==> config.mk <==
export PLATFORM = sky130hd
export DESIGN_NAME = bds_slave_top
export DESIGN_NICKNAME = d
export VERILOG_FILES = /design/src/verilog/bds_pkg.sv /design/src/verilog/bds_slave_top.sv
export VERILOG_INCLUDE_DIRS = /design/src /design/src/verilog
export SDC_FILE = /design/constraint.sdc
export NUM_CORES = 1
export LEC_CHECK = 0
export ABC_CLOCK_PERIOD_IN_PS = 3200
export BUFFER_PORTS_ARGS = -buffer_cell sky130_fd_sc_hd__buf_2
export CAP_MARGIN = 20
export CORE_MARGIN = 2
export CORE_UTILIZATION = 51
export DETAILED_ROUTE_END_ITERATION = 8
export MAX_ROUTING_LAYER = met4
export PLACE_DENSITY_LB_ADDON = 0.2
export SLEW_MARGIN = 20
export SYNTH_ARGS = -nofsm -noshare
export SYNTH_HDL_FRONTEND = slang
export SYNTH_SLANG_ARGS = --single-unit
==> constraint.sdc <==
create_clock -name core_clk -period 3.2 [get_ports core_clk]
set_input_delay 0 -clock core_clk [delete_from_list [all_inputs] [get_ports core_clk]]
set_output_delay 0 -clock core_clk [all_outputs]
set_load 0.01 [all_outputs]
==> src/verilog/bds_defines.svh <==
/*
  Constants of the backplane data transfer slave: decode window,
  address modifier codes and block limits.
  Assumes it is included by its bare name wherever the values are needed.
*/
`ifndef BDS_DEFINES_SVH
`define BDS_DEFINES_SVH

// Decode window: the slave answers where (address & mask) equals base.
`define BDS_BASE_ADDR 32'h0000_0000
`define BDS_BASE_MASK 32'hffff_0000

// Address modifier codes that select single and block cycles.
`define BDS_AM_SINGLE 6'h01
`define BDS_AM_BLOCK 6'h02

// Largest block in bytes, and the transfer size a block may not use.
`define BDS_BLOCK_MAX_BYTES 9'h100
`define BDS_BYTES_THREE 9'h003

// Depth of the write buffer.
`define BDS_FIFO_DEPTH 4

`endif

==> src/verilog/bds_pkg.sv <==
/*
  Types shared by the backplane data transfer slave.
  Assumes nothing of its surroundings.
*/
package bds_pkg;

  // Data path capability of the slave.
  typedef enum logic [1:0] {
    BDS_CAP_D08O,
    BDS_CAP_D08EO,
    BDS_CAP_D16,
    BDS_CAP_D32
  } bds_cap_t;

  // Cycle state of the slave.
  typedef enum logic [2:0] {
    BDS_IDLE,
    BDS_SKIP,
    BDS_WAIT_DS,
    BDS_PUSH,
    BDS_FETCH,
    BDS_ACK
  } bds_state_t;

  // One write handed to local storage; lanes[i] marks byte lane i valid.
  typedef struct packed {
    logic [31:0] addr;
    logic [31:0] data;
    logic [3:0] lanes;
  } bds_wr_t;

endpackage

==> src/verilog/bds_slave_top.sv <==
/*
  Slave end of an asynchronous backplane data transfer bus: single and block
  read and write cycles, address decode, acknowledge, and the write buffer.
  Assumes all backplane inputs are already synchronous to core_clk, that the
  wired levels of data and acknowledge lines are resolved outside from the
  enables, and that local storage answers a read request within a bus timeout.
*/
// Notes on behaviour
// - A block write carries one to 256 bytes in one tenure.
// - Block transfers are each one, two or four bytes wide.
// - Block write: held address advances after each transfer.
// - Block read: held address advances after each transfer.
// - A single read moves one to four bytes.
// - Latch address and modifier at cycle start, then decide selection.
// - Read: fetch data, then drive it and acknowledge in the same cycle.
// - Odd-byte-only slave uses only the lowest byte lane.
// - Even-or-odd byte slave uses lowest or second byte lane.
// - Sixteen bit slave uses the lower sixteen data lines.
// - Thirty-two bit slave uses all thirty-two data lines.
// - Write: store data first, then acknowledge.
`timescale 1ns/1ns
`include "bds_defines.svh"

////////////////////////////////////////////////////////////////////////////////

module bds_fifo #(
  parameter int WIDTH = 8,
  parameter int DEPTH = 4
) (
  // Clock and reset
  input wire logic core_clk,
  input wire logic rst,
  // Filling side
  input wire logic inValid,
  output logic inReady,
  input wire logic [WIDTH-1:0] inData,
  // Draining side
  output logic outValid,
  input wire logic outReady,
  output logic [WIDTH-1:0] outData
);
  localparam int AW = (DEPTH > 1) ? $clog2(DEPTH) : 1;

  logic [WIDTH-1:0] mem [DEPTH];
  logic [AW-1:0] wrPtr;
  logic [AW-1:0] rdPtr;
  logic [AW:0] count;

  wire push = inValid && inReady;
  wire pop = outValid && outReady;
  wire [AW-1:0] lastPtr = AW'(DEPTH - 1);
  wire [AW-1:0] next_wrPtr = (wrPtr == lastPtr) ? '0 : wrPtr + 1'b1;
  wire [AW-1:0] next_rdPtr = (rdPtr == lastPtr) ? '0 : rdPtr + 1'b1;

  assign inReady = (count != (AW + 1)'(DEPTH));
  assign outValid = (count != '0);
  assign outData = mem[rdPtr];

  always_ff @(posedge core_clk) begin
    if (push) begin
      mem[wrPtr] <= inData;
    end
  end

  always_ff @(posedge core_clk) begin
    if (rst) begin
      wrPtr <= '0;
      rdPtr <= '0;
      count <= '0;
    end else begin
      if (push) wrPtr <= next_wrPtr;
      if (pop) rdPtr <= next_rdPtr;
      count <= count + (AW + 1)'(push) - (AW + 1)'(pop);
    end
  end
endmodule

////////////////////////////////////////////////////////////////////////////////

module bds_slave_top import bds_pkg::*; #(
  parameter bds_cap_t CAP = BDS_CAP_D32,
  parameter logic [31:0] BASE_ADDR = `BDS_BASE_ADDR,
  parameter logic [31:0] BASE_MASK = `BDS_BASE_MASK,
  parameter int FIFO_DEPTH = `BDS_FIFO_DEPTH
) (
  // Clock and reset
  input wire logic core_clk,
  input wire logic rst,
  // Backplane address and control
  input wire logic [31:1] vmeAddr,
  input wire logic [5:0] vmeAm,
  input wire logic asN,
  input wire logic [1:0] dsN,
  input wire logic lwordN,
  input wire logic writeN,
  input wire logic berrN,
  // Backplane data lines
  input wire logic [31:0] dataIn,
  output logic [31:0] dataOut,
  output logic dataOe,
  // Acknowledge line, open collector
  output logic dtackOut,
  output logic dtackOe,
  // Write stream to local storage
  output logic wrValid,
  input wire logic wrReady,
  output bds_wr_t wrEntry,
  // Read request to local storage
  output logic rdReq,
  output logic [31:0] rdAddr,
  output logic [3:0] rdLanes,
  input wire logic rdValid,
  input wire logic [31:0] rdData
);
  bds_state_t state;
  bds_state_t next_state;
  logic [31:0] curAddr;
  logic latWrite;
  logic latBlock;
  logic [8:0] blkCount;
  logic [8:0] latBytes;
  logic [3:0] latLanes;
  logic [31:0] wrWord;
  logic fifoInReady;

  //////////////////////////////////////////////////////////////////////////////
  // Address decode and byte lane selection.

  wire [31:0] busAddr = {vmeAddr, 1'b0};
  wire amSingle = (vmeAm == `BDS_AM_SINGLE);
  wire amBlock = (vmeAm == `BDS_AM_BLOCK);
  wire selected = ((busAddr & BASE_MASK) == BASE_ADDR) && (amSingle || amBlock);
  wire ds0 = !dsN[0];
  wire ds1 = !dsN[1];
  wire dsAny = ds0 || ds1;
  wire abort = !berrN || asN;
  wire [3:0] lwordLanes = (ds0 && ds1) ? 4'hf : (ds1 ? 4'he : 4'h7);
  wire [3:0] wordLanes = (ds0 && ds1) ? 4'h3 : (ds0 ? 4'h1 : 4'h2);
  wire [3:0] lanes = !lwordN ? lwordLanes : wordLanes;
  wire [8:0] nBytes = 9'(lanes[0]) + 9'(lanes[1]) + 9'(lanes[2]) + 9'(lanes[3]);
  wire [31:0] laneMask = {{8{lanes[3]}}, {8{lanes[2]}}, {8{lanes[1]}}, {8{lanes[0]}}};
  wire [31:0] latMask = {{8{latLanes[3]}}, {8{latLanes[2]}}, {8{latLanes[1]}}, {8{latLanes[0]}}};

  // Which lane patterns the configured data path can carry.
  wire capD32 = (CAP == BDS_CAP_D32);
  wire capD16 = (CAP == BDS_CAP_D16) && lwordN;
  wire capEo = (CAP == BDS_CAP_D08EO) && lwordN && (ds0 ^ ds1);
  wire capOdd = lwordN && ds0 && !ds1;
  wire capOk = capD32 || capD16 || capEo || capOdd;

  // Blocks never use three byte transfers and stop at the byte limit.
  wire blockOk = !latBlock || ((nBytes != `BDS_BYTES_THREE)
                 && ((blkCount + nBytes) <= `BDS_BLOCK_MAX_BYTES));
  wire accept = dsAny && capOk && blockOk;
  wire startXfer = (state == BDS_WAIT_DS) && !abort && accept;
  wire pushFire = (state == BDS_PUSH) && fifoInReady && !abort;
  wire xferDone = (state == BDS_ACK) && !abort && !dsAny;

  //////////////////////////////////////////////////////////////////////////////
  // Cycle sequencing.

  always_comb begin
    next_state = state;
    case (state)
      BDS_IDLE: begin
        if (!asN) next_state = selected ? BDS_WAIT_DS : BDS_SKIP;
      end
      BDS_SKIP: begin
        if (asN) next_state = BDS_IDLE;
      end
      BDS_WAIT_DS: begin
        if (asN) next_state = BDS_IDLE;
        else if (!berrN) next_state = BDS_SKIP;
        else if (dsAny) next_state = !accept ? BDS_SKIP : (latWrite ? BDS_PUSH : BDS_FETCH);
      end
      BDS_PUSH: begin
        if (abort) next_state = BDS_SKIP;
        else if (fifoInReady) next_state = BDS_ACK;
      end
      BDS_FETCH: begin
        if (abort) next_state = BDS_SKIP;
        else if (rdValid) next_state = BDS_ACK;
      end
      BDS_ACK: begin
        if (abort) next_state = BDS_SKIP;
        else if (!dsAny) next_state = latBlock ? BDS_WAIT_DS : BDS_SKIP;
      end
      default: next_state = BDS_IDLE;
    endcase
  end

  always_ff @(posedge core_clk) begin
    if (rst) state <= BDS_IDLE;
    else state <= next_state;
  end

  // Address and modifier are captured once; later transfers reuse them.
  always_ff @(posedge core_clk) begin
    if (rst) begin
      curAddr <= '0;
      latWrite <= 1'b0;
      latBlock <= 1'b0;
      blkCount <= '0;
    end else if (state == BDS_IDLE && !asN) begin
      curAddr <= busAddr;
      latWrite <= !writeN;
      latBlock <= amBlock;
      blkCount <= '0;
    end else if (xferDone && latBlock) begin
      curAddr <= curAddr + 32'(latBytes);
      blkCount <= blkCount + latBytes;
    end
  end

  always_ff @(posedge core_clk) begin
    if (rst) begin
      latBytes <= '0;
      latLanes <= '0;
      wrWord <= '0;
    end else if (startXfer) begin
      latBytes <= nBytes;
      latLanes <= lanes;
      wrWord <= dataIn & laneMask;
    end
  end

  //////////////////////////////////////////////////////////////////////////////
  // Backplane drivers and local read request.

  always_ff @(posedge core_clk) begin
    if (rst) begin
      dataOut <= '0;
      dataOe <= 1'b0;
      dtackOe <= 1'b0;
      dtackOut <= 1'b0;
      rdReq <= 1'b0;
      rdAddr <= '0;
      rdLanes <= '0;
    end else begin
      if (state == BDS_FETCH && rdValid) dataOut <= rdData & latMask;
      dataOe <= (next_state == BDS_ACK) && !latWrite;
      dtackOe <= (next_state == BDS_ACK);
      dtackOut <= 1'b0;
      rdReq <= startXfer && !latWrite;
      if (startXfer) begin
        rdAddr <= curAddr;
        rdLanes <= lanes;
      end
    end
  end

  //////////////////////////////////////////////////////////////////////////////
  // Write buffer toward local storage.

  bds_fifo #(
    .WIDTH($bits(bds_wr_t)),
    .DEPTH(FIFO_DEPTH)
  ) u_wr_fifo (
    .core_clk(core_clk),
    .rst(rst),
    .inValid((state == BDS_PUSH) && !abort),
    .inReady(fifoInReady),
    .inData({curAddr, wrWord, latLanes}),
    .outValid(wrValid),
    .outReady(wrReady),
    .outData(wrEntry)
  );
endmodule

* After elaboration in Yosys (flattened, before gate mapping)
Memories as Yosys holds them, arrays and structs flattened. A register that Yosys moved wholly into a read port is not among the register bits.
Index checks and enable logic that the tools add are counted.
** Word-level totals
- Bits in registers :: 165
- RAM bits :: 272
- Output and inout bits :: 141
- Word-level logic and storage cells :: 106
- Memories :: 1
** Operators by class
- Add/sub/neg operators :: 10
- Magnitude comparators :: 1
- Eq/ne operators :: 12
- Muxes and demuxes :: 29
- Bitwise logic cells :: 2
- Reduce and logical (&&, ||, !) cells :: 34
** Memories
- u_wr_fifo.mem :: words 4, bits a word 68, read ports 1, clocked after memory_dff 1, write ports 1, line bds_slave_top.sv:44 : logic [WIDTH-1:0] mem [DEPTH];
** Operators by type and width (count)
- $and 32x32->32 :: 2
- $mux 32 :: 2
- $mux 3 :: 13
- $add 32x9->32 :: 1
- $logic_not 32->1 :: 1
- $pmux 3 s6 :: 1
- $logic_and 1x1->1 :: 16
- $mux 2 :: 8
- $mux 4 :: 3
- $add 9x4->9 :: 1
- $add 9x9->9 :: 1
- $eq 3x3->1 const B :: 3
- $le 9x9->1 const B :: 1
- $logic_not 1->1 :: 9
- $eq 3x2->1 const B :: 2
- $eq 6x1->1 const B :: 1
- $eq 6x2->1 const B :: 1
- $add 2x1->2 const B :: 2
- $add 3x1->4 :: 1
- $eq 2x2->1 const B :: 2
- $logic_or 1x1->1 :: 4
- $ne 4x2->1 const B :: 1
- $add 2x1->3 :: 1
- $add 3x1->3 :: 1
- 9 further kinds :: 10

* Logic depth before layout (Yosys ltp)
Gate-level depths: netlist of the first run.
- Depth after elaboration :: 19
- Depth in mapped cells :: 16

* By module
Synthesis of the first run repeated with hierarchy kept, for this count alone.
** Unflattened totals
- Cells, all modules :: 1220
- Area total of the unflattened synthesis :: 17121.4 um^2
** By module, submodules not included
- bds_fifo :: times used 1, cells an instance 405, area an instance 10269.8 um^2, sequential area each 8348.0 um^2
- bds_slave_top :: times used 1, cells an instance 815, area an instance 6851.6 um^2, sequential area each 3042.9 um^2

* Least setup slack after synthesis of the first run
OpenSTA, ideal clock, no wires.
- Path kind :: input -> register
- Start point :: input port dsN[1]
- End point :: register latBytes[0]
- Library setup time :: 121 ps
- Data arrival time :: 3178 ps
- Setup slack :: -99 ps
- Stages on the path :: 15
- Cells stage by stage :: buf_2 > nor2_1 > ha_1 > ha_1 > ha_1 > inv_1 > fa_1 > nor2b_1 > o2111ai_1 > xor2_1 > a32oi_1 > a21oi_1 > buf_4 > buf_4 > mux2i_1
** On the way
- Elaborated cells on any way between the ends :: 17
** RTL lines
- start: declaration :: line bds_slave_top.sv:93 : input wire logic [1:0] dsN,
- $logic_not 1->1 :: line bds_slave_top.sv:134 : wire ds1 = !dsN[1];
- $logic_and 1x1->1 :: line bds_slave_top.sv:137 : wire [3:0] lwordLanes = (ds0 && ds1) ? 4'hf : (ds1 ? 4'he : 4'h7);
- $mux 4 * :: line bds_slave_top.sv:137
- $mux 4 * :: line bds_slave_top.sv:139 : wire [3:0] lanes = !lwordN ? lwordLanes : wordLanes;
- named net lanes[3] :: line bds_slave_top.sv:139
- $add 3x1->4 * :: line bds_slave_top.sv:140 : wire [8:0] nBytes = 9'(lanes[0]) + 9'(lanes[1]) + 9'(lanes[2]) + 9'(lanes[3]);
- named net nBytes[1] :: line bds_slave_top.sv:140
- $add 9x4->9 :: line bds_slave_top.sv:153 : && ((blkCount + nBytes) <= `BDS_BLOCK_MAX_BYTES));
- $le 9x9->1 (no source line)
- $logic_and 1x1->1 * :: line bds_slave_top.sv:152 : wire blockOk = !latBlock || ((nBytes != `BDS_BYTES_THREE)
- $logic_or 1x1->1 * :: line bds_slave_top.sv:152
- $logic_and 1x1->1 * :: line bds_slave_top.sv:154 : wire accept = dsAny && capOk && blockOk;
- $logic_and 1x1->1 * :: line bds_slave_top.sv:155 : wire startXfer = (state == BDS_WAIT_DS) && !abort && accept;
- end signal: assignment :: line bds_slave_top.sv:221 : latBytes <= nBytes;
- end: declaration :: line bds_slave_top.sv:121 : logic [8:0] latBytes;
Mark *: on every way through the listed nets, which the timed path passes. The rest lies on a longest branch.
A chain may end at the register's enable or synchronous reset.

* Worst setup path in the final report of the first run
- Start point :: input port dsN[0]
- End point :: register wrWord[15]
** On the way
- Longest elaborated chain between the ends :: 13
- Elaborated cells on any way between the ends :: 18
** Ends and longest elaborated chain
- $logic_not 1->1 :: line bds_slave_top.sv:133 : wire ds0 = !dsN[0];
- $logic_and 1x1->1 :: line bds_slave_top.sv:137, bds_slave_top.sv:138
- $mux 4 / $mux 2 (equally long branches) :: line bds_slave_top.sv:137, bds_slave_top.sv:138
- $mux 4 * :: line bds_slave_top.sv:139
- $add 1x1->2 :: line bds_slave_top.sv:140
- $add 2x1->3 :: line bds_slave_top.sv:140
- $add 3x1->4 * :: line bds_slave_top.sv:140
- named net nBytes[1] :: line bds_slave_top.sv:140
- $add 9x4->9 :: line bds_slave_top.sv:153
- $le 9x9->1 (no source line)
- $logic_and 1x1->1 * :: line bds_slave_top.sv:152
- $logic_or 1x1->1 * :: line bds_slave_top.sv:152
- $logic_and 1x1->1 * :: line bds_slave_top.sv:154
- $logic_and 1x1->1 * :: line bds_slave_top.sv:155
- end signal: assignment :: line bds_slave_top.sv:223 : wrWord <= dataIn & laneMask;
- end: declaration :: line bds_slave_top.sv:123 : logic [31:0] wrWord;
Marked as above.

==> out/qor.csv, run 1 <==
stage,metric,value,unit
outcome,status,finished clean,
clock_network,htreeDepth,2,
timing,finalSetupViolCount,0,
setup_path,worstSetupStartpointType,primary input,
final_layout,final_common_cell,edfxtp_1,
power_and_ir_drop,worst_ir_drop_vdd,0.000331,V
clock_network,clk_path_buf_depth,3,
timing,fmaxAchievable,351,MHz
yosys,synth_top_family_by_area,multiplexers,
setup_path,required,3.65,ns
yosys,synth_top_area_share,0.470,
clock_network,cts.clk_slew.worst_paths,0.06,ns
setup_path,reg2reg_to,curAddr[11],
floorplan,core,33500,sq um
global_route,track_usage,0.249,
place,portBuffers,250,
yosys,synth_warnings,0,
power_and_ir_drop,p_leak,7.80,nW
power_and_ir_drop,power_density,570,nW/um^2
final_layout,design_area,22000,sq um
yosys,synth_edf_count,272,
yosys,synthMuxAreaShare,0.131,
clock_network,cts-root-buf,clkbuf_16,
timing,drv_slew,0,
drt,drc,0,
clock_network,cts_setup_buffers,0,
drt,drt_iter0_drc,1059,
yosys,synth_area_leaders,"edfxtp_1, dfxtp_1, mux4_2",
setup_path,critical_path_class,in -> reg,
floorplan,fp.dieArea,35600,sq um
yosys,synth_cells,1267,
drt,firstDrtPassIters,5,
yosys,ys_ff_latch,433,
setup_path,r2r_cells,8,
timing,worst_slew_pin_slew,0.915,ns
global_route,grt_pass1_vias,12100,
hold_path,min_to,wrWord[24],
drt,viasPerCell,5.55,
yosys,async_reset_ff_frac,0,
setup_path,crit_arrival,3.30,ns
place,gp_congestion,0.926,
timing,fin_crit,2.85,ns
yosys,synth_cell_types,67,
yosys,synth_compound_area_frac,0.0508,
yosys,seq_area_frac_synth,0.656,
drt,wl_per_cell,20.0,um
job,cap_violations,0,
setup_path,reg2reg_from,curAddr[1],
hold_path,hp-start,lwordN,
power_and_ir_drop,power.total,12.6,mW
timing,period_share,0.890,
drt,routed_wl,42.8,mm
setup_path,rrSetupSlack,0.39,ns
global_route,grt_pass1_wl,67.1,mm
timing,rsz0062_at_grt,no,
place,dp_hpwl,27.3,mm
place,dp_slack,-0.185,ns
yosys,synthFlopType,edfxtp_1,
timing,hold_viol_final,0,
global_route,antenna_found_initial,2,
clock_network,numCtsBuffers,44,
timing,slew_headroom,0.387,
timing,hold_ws,0.0269,ns
yosys,avgSynthCellArea,13.7,sq um
setup_path,crit_path_end_kind,flip-flop,
yosys,synth-xor-area-share,0.0101,
place,place_area,19400,sq um
floorplan,dieHeight,189,um
timing,finClkSkew,0.0214,ns
setup_path,path_max_fanout,20,
clock_network,cts_tree,done,
hold_path,hold_depth,5,
clock_network,clk_latency,0.54,ns
final_layout,nets,1786,
drt,antenna_left,0,
setup_path,critPathLaunch,dsN[0],
timing,tns,0,ns
floorplan,start_util,0.518,
drt,vias,11900,
yosys,synth.net_count,1402,
timing,setup_slack,0.351,ns
final_layout,drive_gt1_frac,0.273,
floorplan,ios,252,
yosys,synthAdderAreaFrac,0.0190,
yosys,synth_area,17400,sq um
clock_network,clock-sinks,433,
global_route,grt_overflow,0,
final_layout,syn_to_final_growth,26.9,%
hold_path,hp-class,in -> reg,
final_layout,layout_common_cells,"edfxtp_1, buf_2, nand2_1",
yosys,synth-simple-area-share,0.108,
floorplan,num_rows,67,
yosys,synth_top_area_cell,edfxtp_1,
floorplan,die-width,189,um
global_route,grt_start_max_net_pins,57,
==> cells in the mapped netlist, types with 2 or more instances <==
cell	number
a211oi_1	8
a21o_1	5
a21oi_1	74
a222oi_1	4
a31oi_1	16
a32oi_1	2
and2_1	8
and3_1	8
and4_1	2
buf_1	3
buf_2	9
buf_4	10
buf_6	2
clkbuf_1	55
dfxtp_1	161
edfxtp_1	272
fa_1	4
ha_1	20
inv_1	23
mux2_2	4
mux2i_1	69
mux4_2	68
nand2_1	198
nand2b_1	4
nand3_1	64
nand4_1	9
nand4b_1	3
nor2_1	53
nor2b_1	7
nor3_1	5
nor4_1	11
o211ai_1	6
o21ai_0	21
or2_2	2
or3_1	6
or4_4	2
xnor2_1	10
xor2_1	10
==> worst max-delay path by stage <==
| stage | to | slack, ns | cells after the start |
|---|---|---|---|
| global placement | wrWord[15] | -0.10 | 14 |
| detailed placement | wrWord[15] | -0.18 | 15 |
| global route | wrWord[4] | 0.09 | 15 |
| CTS | wrWord[15] | 0.33 | 15 |
| floorplan | latBytes[0] | 0.03 | 15 |
| finish | wrWord[15] | 0.35 | 15 |
==> timing repair <==
item                       4_1_cts  5_1_grt
gates resized for setup          0        1
hold buffers                   118        0
setup endpoints to repair        0        3
hold endpoints to repair       105        0
==> sequential cells by signal, indices dropped and copies added, names as in the netlist, 3 cells and up, named ones only <==
| signal | flops |
|---|---|
| blkCount | 9 |
| curAddr | 32 |
| dataOut | 32 |
| latBytes | 3 |
| rdAddr | 32 |
| rdLanes | 4 |
| state | 3 |
| u_wr_fifo.count | 3 |
| u_wr_fifo.mem | 272 |
| wrWord | 32 |
==> cells by family (layout without fill, tap and decap cells) <==
| logic type | Yosys count | in the layout |
|---|---|---|
| AO/OA/AOI/OAI | 148 | 148 |
| AND/OR/NAND/NOR | 397 | 397 |
| adder cells (fa/ha/maj) | 24 | 24 |
| multiplexers | 141 | 141 |
| other | 1 | 3 |
| flip-flops | 433 | 433 |
| XOR/XNOR | 20 | 20 |
| buffers and inverters | 103 | 522 |
==> stage by stage <==
stage	std cells	utilization
3_5_place_dp	1935	0.579
6_report	2136	0.657
4_1_cts	2134	0.657
5_1_grt	2136	0.657
3_3_place_gp	1935	0.578
2_1_floorplan	1267	-
==> metal layers <==
layer / vias up / track usage / routed length, um
li1: 5508 / - / -
met1: 5855 / 0.329 / 18100
met2: 438 / 0.411 / 21000
met3: 57 / 0.0371 / 2810
met4: 0 / 0.0580 / 805
met5: - / - / 0
==> critical path: stages <==
cell       delay [ns]
buf_2            0.10
inv_1            0.05
o21ai_0          0.30
ha_1             0.30
ha_1             0.18
ha_1             0.29
inv_1            0.06
fa_1             0.42
nor2b_1          0.16
o2111ai_1        0.16
xor2_1           0.19
a32oi_2          0.34
a21o_1           0.29
buf_12           0.23
mux2i_1          0.22
==> power breakdown <==
group,leakage [nW],switching (mW),internal (mW)
Combinational,3.53,0.686,0.698
Sequential,3.56,0.143,5.95
Clock,0.711,2.06,3.02
==> final cells by class <==
class | instances | area, sq um
flip-flops and latches | 433 | 11400
clock buffers | 63 | 1270
well taps | 448 | 561
repair buffers | 418 | 2970
diodes | 2 | 5.00
fillers | 2476 | 11500
inverters | 23 | 88.8
multi-input cells | 731 | 5570
clock inverters | 18 | 178
Note: power is estimated with default switching activity, not from simulation.
==> run 2, diff against run 1 <==
==> constraint.sdc (replaced) <==
create_clock -name core_clk -period 3.2 [get_ports core_clk]
set_input_delay 0.96 -clock core_clk [delete_from_list [all_inputs] [get_ports core_clk]]
set_output_delay 0.96 -clock core_clk [all_outputs]
set_load 0.01 [all_outputs]
==> run 2 against run 1 <==
  * The run now ends with setup timing left
  * Critical endpoint is now rdAddr[2]
  * Clock-buffer cell count is the same
  * Register-to-register slack gained 0.19 ns
  * Non-clock buffer count down 97
  * Design area is 3.6% lower
  * Sequential power about the same
  * Sequential cell count is the same
  * Largest cell class unchanged
  * First-iteration DRC count decreased by 15%
  * Via count down 3.7%
==> out/qor.csv, run 2 (synthesis gave the netlist of run 1 again) <==
stage,metric,value,unit,change
global_route,antenna_found_initial,2,,unchanged
hold_path,hold_depth,2,,-3
global_route,track_usage,0.240,,-0.00903
power_and_ir_drop,power.total,12.2,mW,-3.0%
power_and_ir_drop,worst_ir_drop_vdd,0.000398,V,+20%
drt,drc,0,,unchanged
drt,viasPerCell,5.60,,+0.85%
timing,fmaxAchievable,297,MHz,-15%
clock_network,cts-root-buf,clkbuf_16,,
setup_path,path_buf_inv,6,,+2
setup_path,cp_top_family,adder cells,,
final_layout,post-route-util,0.634,,-0.0238
setup_path,r2r_cells,12,,+4
global_route,grt_pass1_wl,63.9,mm,-4.8%
setup_path,crit_arrival,3.84,ns,+0.54 ns
timing,worst_slew_pin_slew,1.10,ns,+0.187 ns
clock_network,htreeDepth,2,,unchanged
outcome,status,"complete, but fails checks",,
hold_path,hp-class,reg -> reg,,
floorplan,start_util,0.518,,unchanged
setup_path,cp_slowest_cell,fa_2,,
timing,drv_slew,0,,unchanged
timing,slew_headroom,0.262,,-0.125
floorplan,ios,252,,unchanged
setup_path,reg2reg_to,rdAddr[2],,
final_layout,largest_register_ffs,272,,unchanged
drt,vias,11400,,-3.7%
place,dp_hpwl,28.6,mm,+4.5%
floorplan,num_rows,67,,unchanged
floorplan,core,33500,sq um,unchanged
drt,wl_per_cell,20.4,um,+1.8%
timing,hold_ws,0.444,ns,+0.417 ns
setup_path,path_cells,buf_12 > o21ai_4 > ha_4 > ha_4 > ha_4 > inv_2 > fa_2 > nor2b_4 > o2111ai_2 > xor2_1 > a32oi_2 > buf_4 > a21oi_4 > buf_12 > buf_12 > buf_6 > mux2i_1,,
setup_path,critical_path_class,in -> reg,,
place,portBuffers,250,,unchanged
clock_network,clock-sinks,433,,unchanged
timing,hold_viol_final,0,,unchanged
clock_network,numCtsBuffers,44,,unchanged
setup_path,reg2reg_from,blkCount[1],,
final_layout,final_common_cell,edfxtp_1,,
timing,finClkSkew,0.0166,ns,-0.00475 ns
floorplan,dieHeight,189,um,unchanged
final_layout,nets,1689,,-5.4%
setup_path,rrSetupSlack,0.58,ns,+0.19 ns
place,gp_congestion,0.895,,-3.3%
final_layout,top_register,u_wr_fifo.mem,,
drt,firstDrtPassIters,8,,+3
setup_path,worstSetupStartpointType,primary input,,
hold_path,min_to,dataOut[28],,
drt,routed_wl,41.6,mm,-2.8%
setup_path,crit_path_end_kind,flip-flop,,
final_layout,drive_gt1_frac,0.308,,+0.0349
timing,setup_slack,-0.168,ns,-0.520 ns
setup_path,path_max_fanout,8,,-60%
clock_network,cts_tree,done,,
final_layout,layout_common_cells,"edfxtp_1, buf_2, nand2_1",,
clock_network,clk_path_buf_depth,3,,unchanged
global_route,grt_start_max_net_pins,53,,-7.0%
global_route,grt_overflow,0,,unchanged
outcome,violations,setup timing,,
timing,finalSetupViolCount,72,,+72
power_and_ir_drop,p_leak,7.42,nW,-4.9%
floorplan,die-width,189,um,unchanged
timing,fin_crit,3.37,ns,+0.520 ns
drt,antenna_left,0,,unchanged
timing,rsz0062_at_grt,yes,,
power_and_ir_drop,power_density,573,nW/um^2,+0.63%
drt,drt_iter0_drc,900,,-15%
clock_network,cts.clk_slew.worst_paths,0.06,ns,about the same
clock_network,clk_latency,0.54,ns,about the same
global_route,grt_pass1_vias,11400,,-5.7%
hold_path,hp-start,dataOut[28],,
timing,period_share,1.05,,+0.162
floorplan,fp.dieArea,35600,sq um,unchanged
final_layout,syn_to_final_growth,22.3,%,
job,cap_violations,0,,unchanged
setup_path,required,3.67,ns,+0.02 ns
setup_path,critPathMaxStageDelay,0.38,ns,-0.04 ns
==> run 2: changes by cell type in the layout (fill, tap and decap cells not counted), moves of 4 or more <==
cell | previous run | this run
ha_1 | 20 | 16
clkbuf_1 | 11 | 16
buf_12 | 13 | 27
dlygate4sd3_1 | 118 | 0
buf_6 | 0 | 4
ha_4 | 0 | 4
==> run 2: worst reg2reg max path: stages, from the launching register on <==
cell and delay [ns]:
dfxtp_1 0.43, inv_1 0.16, fa_2 0.44, nor2b_4 0.15
o2111ai_2 0.16, xor2_1 0.21, a32oi_2 0.13, buf_4 0.17
a21oi_4 0.14, buf_12 0.18, buf_12 0.12, buf_6 0.09
mux2i_1 0.18
==> run 2: layout make-up <==
class	instances	area, sq um
diodes	2	5.00
well taps	448	561
fillers	2555	12300
inverters	23	91.3
clock buffers	63	1200
multi-input cells	731	5680
repair buffers	321	2180
flip-flops and latches	433	11400
clock inverters	18	126
==> run 2: through the flow <==
stage / cell area, sq um / setup TNS, ns / std cells / setup slack (ns)
CTS: 21200 / -4.77 / 2038 / -0.128
finish: 21200 / -8.40 / 2039 / -0.168
global placement: 19700 / -43.82 / 1949 / -0.675
detailed placement: 19700 / -49.92 / 1949 / -0.790
global route: 21200 / -14.47 / 2039 / -0.262
floorplan: 17500 / -33.16 / 1267 / -0.512
==> run 2: layer usage <==
metal	up-vias	share of wire	wire length [um]	global-route usage
li1	5287	-	-	-
met1	5653	0.43	17800	0.325
met2	419	0.49	20200	0.386
met3	57	0.065	2690	0.0335
met4	0	0.021	864	0.0610
met5	-	0	0	-
==> run 2: report_power, final <==
part | internal [mW] | total, mW | switching [mW] | leakage [nW]
Sequential | 5.96 | 6.10 | 0.145 | 3.56
Combinational | 0.682 | 1.35 | 0.670 | 3.21
Clock | 2.70 | 4.73 | 2.03 | 0.645
Total | 9.34 | 12.2 | 2.85 | 7.42
==> run 2: worst max path at each step <==
stage / startpoint / endpoint / slack, ns / depth (start not counted)
after floorplan: dsN[1] / rdLanes[0] / -0.51 / 14
after global placement: dsN[1] / rdLanes[1] / -0.68 / 15
after detailed placement: dsN[1] / wrWord[14] / -0.79 / 16
after CTS: dsN[0] / rdAddr[10] / -0.13 / 18
after global routing: dsN[1] / rdAddr[7] / -0.26 / 16
final: dsN[1] / rdAddr[2] / -0.17 / 17
==> run 2: timing repair <==
item,CTS,global route
resized for setup,16,8
cloned,2,0
endpoints found under the setup margin,69,75
pin swaps,11,9
hold buffers,0,0
buffers inserted,7,1
